### src/include/dac_port_pkg.sv
// Purpose: shared constants and types for the dac serial write port
// Assumes: word is sent most significant bit first
// Notes:   pin inputs are resynchronised to i_clk inside the port
package dac_port_pkg;

  localparam int WORD_BITS    = 16;
  localparam int COUNT_BITS   = 5;
  localparam int MODE_BITS    = 2;
  localparam int CODE_BITS    = 12;
  localparam int SYNC_STAGES  = 3;

  // field positions inside the received word, first bit in is bit 15
  localparam int MODE_MSB     = 15;
  localparam int MODE_LSB     = 14;
  localparam int CODE_MSB     = 13;
  localparam int CODE_LSB     = 2;

  localparam logic [COUNT_BITS-1:0] COUNT_ZERO = 5'h00;
  localparam logic [COUNT_BITS-1:0] COUNT_ONE  = 5'h01;
  localparam logic [COUNT_BITS-1:0] COUNT_FULL = 5'h10;

  typedef enum logic [1:0]
  {
    MODE_NORMAL   = 2'h0,
    MODE_PD_1K    = 2'h1,
    MODE_PD_100K  = 2'h2,
    MODE_PD_OPEN  = 2'h3
  } power_mode_type;

  localparam logic [CODE_BITS-1:0] CODE_RESET = 12'h000;

  // applied setting that drives the converter
  typedef struct packed
  {
    power_mode_type          mode;
    logic [CODE_BITS-1:0]    code;
  } dac_setting_type;

endpackage : dac_port_pkg

### src/design/dac_serial_write_port.sv
// Purpose: three-wire serial write port feeding the dac register and power mode
// Assumes: i_clk is several times faster than the serial clock; pins are asynchronous
// Notes:   serial clock edges are found by oversampling, not used as a clock
`timescale 1ns/10ps

// How it works
// - frame sync low enables shifting
// - shift one bit per serial clock fall
// - sixteen bit shift register per frame
// - apply word at sixteenth fall, sync low
// - early sync rise discards partial word
// - first two bits set power mode
// - next twelve bits code, last two ignored
module dac_serial_write_port
#(
  parameter int WORD_BITS = dac_port_pkg::WORD_BITS
)
(
  // clock and reset
  input  wire logic                                  i_clk,
  input  wire logic                                  i_reset,
  // serial pins from the host
  input  wire logic                                  i_frame_sync_n,
  input  wire logic                                  i_serial_clk,
  input  wire logic                                  i_serial_data_in,
  // applied setting
  output dac_port_pkg::dac_setting_type              o_setting,
  output logic                                       o_update,
  output logic                                       o_abort,
  output logic                                       o_frame_active
);

  localparam int STAGES = dac_port_pkg::SYNC_STAGES;

  // pin order inside the resynchroniser vector and the level each pin idles at
  localparam int              PINS     = 3;
  localparam int              PIN_DATA = 0;
  localparam int              PIN_SCLK = 1;
  localparam int              PIN_SYNC = 2;
  localparam logic [PINS-1:0] PIN_IDLE = 3'h4;

  // idle: waiting for sync fall; shift: taking bits; held: word applied, waiting for sync rise
  typedef enum logic [2:0]
  {
    FRAME_IDLE  = 3'h1,
    FRAME_SHIFT = 3'h2,
    FRAME_HELD  = 3'h4
  } frame_state_type;

  logic [PINS-1:0]                     pin_raw;
  logic [PINS-1:0]                     pin_level;
  frame_state_type                     frame_state;
  logic                                last_fall;
  logic                                sync_n;
  logic                                sclk;
  logic                                serial_data_in;
  logic                                sync_n_prev;
  logic                                sclk_prev;
  logic                                sync_fall;
  logic                                sync_rise;
  logic                                sclk_fall;
  logic [WORD_BITS-1:0]                shift;
  logic [WORD_BITS-1:0]                next_shift;
  logic [dac_port_pkg::COUNT_BITS-1:0] count;
  logic                                done;

  assign pin_raw[PIN_DATA] = i_serial_data_in;
  assign pin_raw[PIN_SCLK] = i_serial_clk;
  assign pin_raw[PIN_SYNC] = i_frame_sync_n;

  // three-stage resynchroniser per pin; a level is taken once stages two and three agree
  for (genvar p = 0; p < PINS; p++)
  begin : g_pin_sync
    logic [STAGES-1:0] pipe;

    always_ff @(posedge i_clk)
    begin
      if (i_reset)
        pipe <= {STAGES{PIN_IDLE[p]}};
      else
        pipe <= {pipe[STAGES-2:0], pin_raw[p]};
    end

    // glitches shorter than two cycles never reach the filtered level
    always_ff @(posedge i_clk)
    begin
      if (i_reset)
        pin_level[p] <= PIN_IDLE[p];
      else if (pipe[1] == pipe[2])
        pin_level[p] <= pipe[2];
    end
  end

  assign sync_n = pin_level[PIN_SYNC];
  assign sclk   = pin_level[PIN_SCLK];
  assign serial_data_in   = pin_level[PIN_DATA];

  always_ff @(posedge i_clk)
  begin
    if (i_reset)
    begin
      sync_n_prev <= 1'b1;
      sclk_prev   <= 1'b0;
    end
    else
    begin
      sync_n_prev <= sync_n;
      sclk_prev   <= sclk;
    end
  end

  assign sync_fall = sync_n_prev & ~sync_n;
  assign sync_rise = ~sync_n_prev & sync_n;
  assign sclk_fall = sclk_prev & ~sclk;
  assign done      = (count == dac_port_pkg::COUNT_FULL);

  // shifting enabled only while frame sync is low and word not yet full
  assign next_shift = {shift[WORD_BITS-2:0], serial_data_in};

  always_ff @(posedge i_clk)
  begin
    if (i_reset)
    begin
      shift <= '0;
      count <= dac_port_pkg::COUNT_ZERO;
    end
    else if (sync_fall)
    begin
      count <= dac_port_pkg::COUNT_ZERO;
      shift <= '0;
    end
    else if (!sync_n && !done && sclk_fall)
    begin
      shift <= next_shift;
      count <= count + dac_port_pkg::COUNT_ONE;
    end
    else if (sync_rise && !done)
      count <= dac_port_pkg::COUNT_ZERO;
  end

  // the serial clock fall that completes the word
  assign last_fall = sclk_fall && (count == dac_port_pkg::COUNT_FULL - dac_port_pkg::COUNT_ONE);

  // a frame left low after completion parks in held until sync rises, then returns to idle
  always_ff @(posedge i_clk)
  begin
    if (i_reset)
      frame_state <= FRAME_IDLE;
    else
    begin
      unique case (frame_state)
        FRAME_IDLE:
        begin
          if (sync_fall)
            frame_state <= FRAME_SHIFT;
        end
        FRAME_SHIFT:
        begin
          if (sync_fall)
            frame_state <= FRAME_SHIFT;
          else if (sync_n)
            frame_state <= FRAME_IDLE;
          else if (last_fall)
            frame_state <= FRAME_HELD;
        end
        FRAME_HELD:
        begin
          if (sync_fall)
            frame_state <= FRAME_SHIFT;
          else if (sync_n)
            frame_state <= FRAME_IDLE;
        end
      endcase
    end
  end

  // a state bit, so the output still comes straight from a flip-flop
  assign o_frame_active = frame_state[1];

  always_ff @(posedge i_clk)
  begin
    if (i_reset)
    begin
      o_setting.mode <= dac_port_pkg::MODE_NORMAL;
      o_setting.code <= dac_port_pkg::CODE_RESET;
      o_update       <= 1'b0;
    end
    else if (!sync_n && !sync_fall && !done && sclk_fall
             && count == dac_port_pkg::COUNT_FULL - dac_port_pkg::COUNT_ONE)
    begin
      o_setting.mode <= dac_port_pkg::power_mode_type'(
                          next_shift[dac_port_pkg::MODE_MSB:dac_port_pkg::MODE_LSB]);
      o_setting.code <= next_shift[dac_port_pkg::CODE_MSB:dac_port_pkg::CODE_LSB];
      o_update       <= 1'b1;
    end
    else
      o_update <= 1'b0;
  end

  // pulse when a partial word is thrown away; setting is left untouched
  always_ff @(posedge i_clk)
  begin
    if (i_reset)
      o_abort <= 1'b0;
    else
      o_abort <= sync_rise && !done && (count != dac_port_pkg::COUNT_ZERO);
  end

endmodule : dac_serial_write_port

### config.mk
export PLATFORM = sky130hd
export DESIGN_NAME = dac_serial_write_port
export DESIGN_NICKNAME = d
export VERILOG_FILES = /design/src/include/dac_port_pkg.sv /design/src/design/dac_serial_write_port.sv
export SDC_FILE = /design/constraint.sdc
export NUM_CORES = 1
export LEC_CHECK = 0
export BUFFER_PORTS_ARGS = -buffer_cell sky130_fd_sc_hd__buf_4
export CAP_MARGIN = 20
export CORE_UTILIZATION = 50
export CTS_BUF_LIST = sky130_fd_sc_hd__clkbuf_4
export CTS_CLUSTER_SIZE = 30
export DETAILED_ROUTE_END_ITERATION = 10
export GPL_TIMING_DRIVEN = 0
export PLACE_DENSITY = 0.68
export SLEW_MARGIN = 10
export SYNTH_ARGS = -nofsm -noshare
export SYNTH_HDL_FRONTEND = slang
export SYNTH_SLANG_ARGS = --single-unit
### constraint.sdc
create_clock -name i_clk -period 4.5 [get_ports i_clk]
set_input_delay 0.225 -clock i_clk [delete_from_list [all_inputs] [get_ports i_clk]]
set_output_delay 0.225 -clock i_clk [all_outputs]
set_load 0.005 [all_outputs]
==> impl_metrics.toml <==
[power]
p_leak_nw = 0.845
cellPowerDensity_nw_per_um2 = 328
p_total_mw = 0.816
irDropWorstVdd_mv = 0.203

[final_layout]
fin_util_pct = 60.8
multi_input_area_um2 = 1020
layout_commonest_cell = "dfxtp_1"
num-nets-final = 269
n_antenna_cell = 0
fillerInstances = 366
syn_to_final_growth_pct = 14.2
layout_common_cells = "dfxtp_1, nand2b_1, buf_4"
seq_area_um2 = 1060
layout-drive-gt1-share_pct = 14.5
final_cells = 312

[route]
num_vias = 1653
drc = 0
vias_per_cell = 5.30
drt-total-wl_um = 4140
wire_per_inst_um = 13.3
drt_first_pass_iters = 4
first_iter_violations = 105
drtAntennaViolNets = 0

[floorplanning]
io_pins = 22
die_h_um = 68.0
start_util_pct = 53.2
rows = 23
coreArea_um2 = 4090
dieArea_um2 = 4620
die_w_um = 68.0

[global_routing]
overflow = 0
antenna_found_initial = 0
track_usage_pct = 19.7
grt_pass1_wl_um = 6690
grt_max_degree = 16
grt_pass1_vias = 1442

[clocking]
clock_latency_ps = 380
htreeDepth = 2
cts_sinks = 53
cts-root-buf = "clkbuf_4"
post_cts_resized = 0
cts.clk_slew.worst_paths_ps = 150
numCtsBuffers = 5
cts_buffer_depth = 2
cts_tree = "done"

[timing]
drv_slew = 0
fin_worst_skew_ps = 13.1
rsz0062_at_grt = "false"
finalCritPeriodShare_pct = 47.2
worstMarginPinSlew_ps = 529
post-route-min-period_ps = 2120
setup_viol = 0
fmax_mhz = 471
tns_ps = 0
hold_viol_final = 0
relSlewSlack_pct = 64.6
layout_setup_ws_ps = 2380

[hold_path]
hold_end = "g_pin_sync[1].pipe[0]"
hold_depth = 2
hp-class = "in -> reg"
hp-start = "i_serial_clk"

[place]
dpl.hpwl_um = 2710
place_congestion = 0.781
place_inst = 303
dpl_worst_slack_ps = 2380
port_buffers = 21

[yosys]
ys_ff_latch = 53
syn_nets = 240
postSynthCellCount = 232
synthTopCellsByArea = "dfxtp_1, nand2b_1, mux2i_1, a21oi_1, nand3_1"
synth_area_um2 = 2180
ys_types = 30
yosysWarnings = 0
synth_top_area_share_pct = 48.8
avgSynthCellArea_um2 = 9.38
ys_seq_area_share_pct = 48.8
yosysTopAreaCell = "dfxtp_1"

[worst_setup_path]
reg2reg_from = "count[1]"
cp_data_required_time_ps = 4820
r2r_setup_slack_ps = 2380
worst-setup-path-type = "reg -> reg"
r2r-end = "o_setting[6]"
crit_path_end_kind = "register"
cp_max_fo = 10
rr_worst_depth = 7
cp.arrival_ps = 2440
start_kind = "register"

[job]
drv_cap = 0

[run_status]
status = "completed"
[synth_stat cells]
| cell type | n |
|---|---|
| dfxtp_1 | 53 |
| nand2b_1 | 35 |
| a21oi_1 | 19 |
| nand3_1 | 19 |
| o21ai_0 | 19 |
| mux2i_1 | 16 |
| clkbuf_1 | 13 |
| nor2_1 | 7 |
| nor2b_1 | 7 |
| nand2_1 | 6 |
| a31oi_1 | 4 |
| inv_1 | 4 |
| or2_2 | 4 |
| a211oi_1 | 3 |
| ha_1 | 3 |
| nand3b_1 | 3 |
| and3_1 | 2 |
| buf_2 | 2 |
| buf_6 | 2 |
| a22oi_1 | 1 |
| a41oi_1 | 1 |
| and4bb_1 | 1 |
| mux2_2 | 1 |
| nand4bb_1 | 1 |
| nor3b_1 | 1 |
| nor4b_4 | 1 |
| o21bai_1 | 1 |
| o32ai_1 | 1 |
| or3b_1 | 1 |
| xor2_1 | 1 |
[cell type report]
| type | instances | area share [%] |
|---|---|---|
| clock inverters | 2 | 1.36 |
| flip-flops and latches | 53 | 42.7 |
| multi-input cells | 158 | 41.0 |
| repair buffers | 22 | 6.75 |
| well taps | 50 | 2.52 |
| plain buffers | 17 | 3.27 |
| clock buffers | 6 | 1.81 |
| inverters | 4 | 0.604 |
[per-layer routing]
metal	global-route usage [%]	vias to the layer above	wire length, um
met3	6.00	6	187
met2	28.1	39	1800
met4	8.59	0	65
met5	0	-	0
met1	27.3	754	2090
li1	-	854	-
[through the flow]
step	area [um2]	hold slack [ps]
after CTS	2470	7.56
after global routing	2480	48.1
final	2480	56.7
after floorplan	2180	329
after global placement	2400	392
after detailed placement	2400	401
[critical path: stages (launching register included)]
cell and delay [ps]:
dfxtp_1 460, inv_1 70, ha_1 210, and4bb_1 210, buf_6 140, nor4b_4 520, buf_6 250, mux2i_1 210
[power breakdown]
part	internal, mW	leakage (nW)	switching (mW)	total, mW
Sequential	0.481	0.429	0.0123	0.493
Clock	0.122	0.0433	0.147	0.269
Combinational	0.0317	0.373	0.0225	0.0543
Total	0.634	0.845	0.182	0.816
[registers in the layout, indices dropped and copies added, names as in the netlist]
signal and count:
shift 15, o_setting 14, g_pin_sync.pipe 9, count 5
frame_state 3, o_abort 1, o_update 1, sclk 1
sclk_prev 1, serial_data_in 1, sync_n 1, sync_n_prev 1
[timing repair]
action | in CTS | in global routing
hold endpoints to repair | 0 | 1
hold buffers | 0 | 1
buffers inserted | 0 | 0
[worst max path at each step]
stage | end | start | slack [ps]
after detailed placement | o_setting[6] | count[1] | 2380
final | o_setting[6] | count[1] | 2380
after global placement | o_setting[11] | count[0] | 2420
after global routing | o_setting[6] | count[0] | 2260
after CTS | o_setting[6] | count[1] | 2350
after floorplan | o_setting[10] | count[0] | 2680
[cells by family after synthesis]
group	share of synthesized area, %
AND/OR/NAND/NOR	24.4
flip-flops	48.8
AO/OA/AOI/OAI	12.4
buffers and inverters	4.43
multiplexers	7.88
adder cells (fa/ha/maj)	1.73
XOR/XNOR	0.403
(Power assumes the default switching activity.)
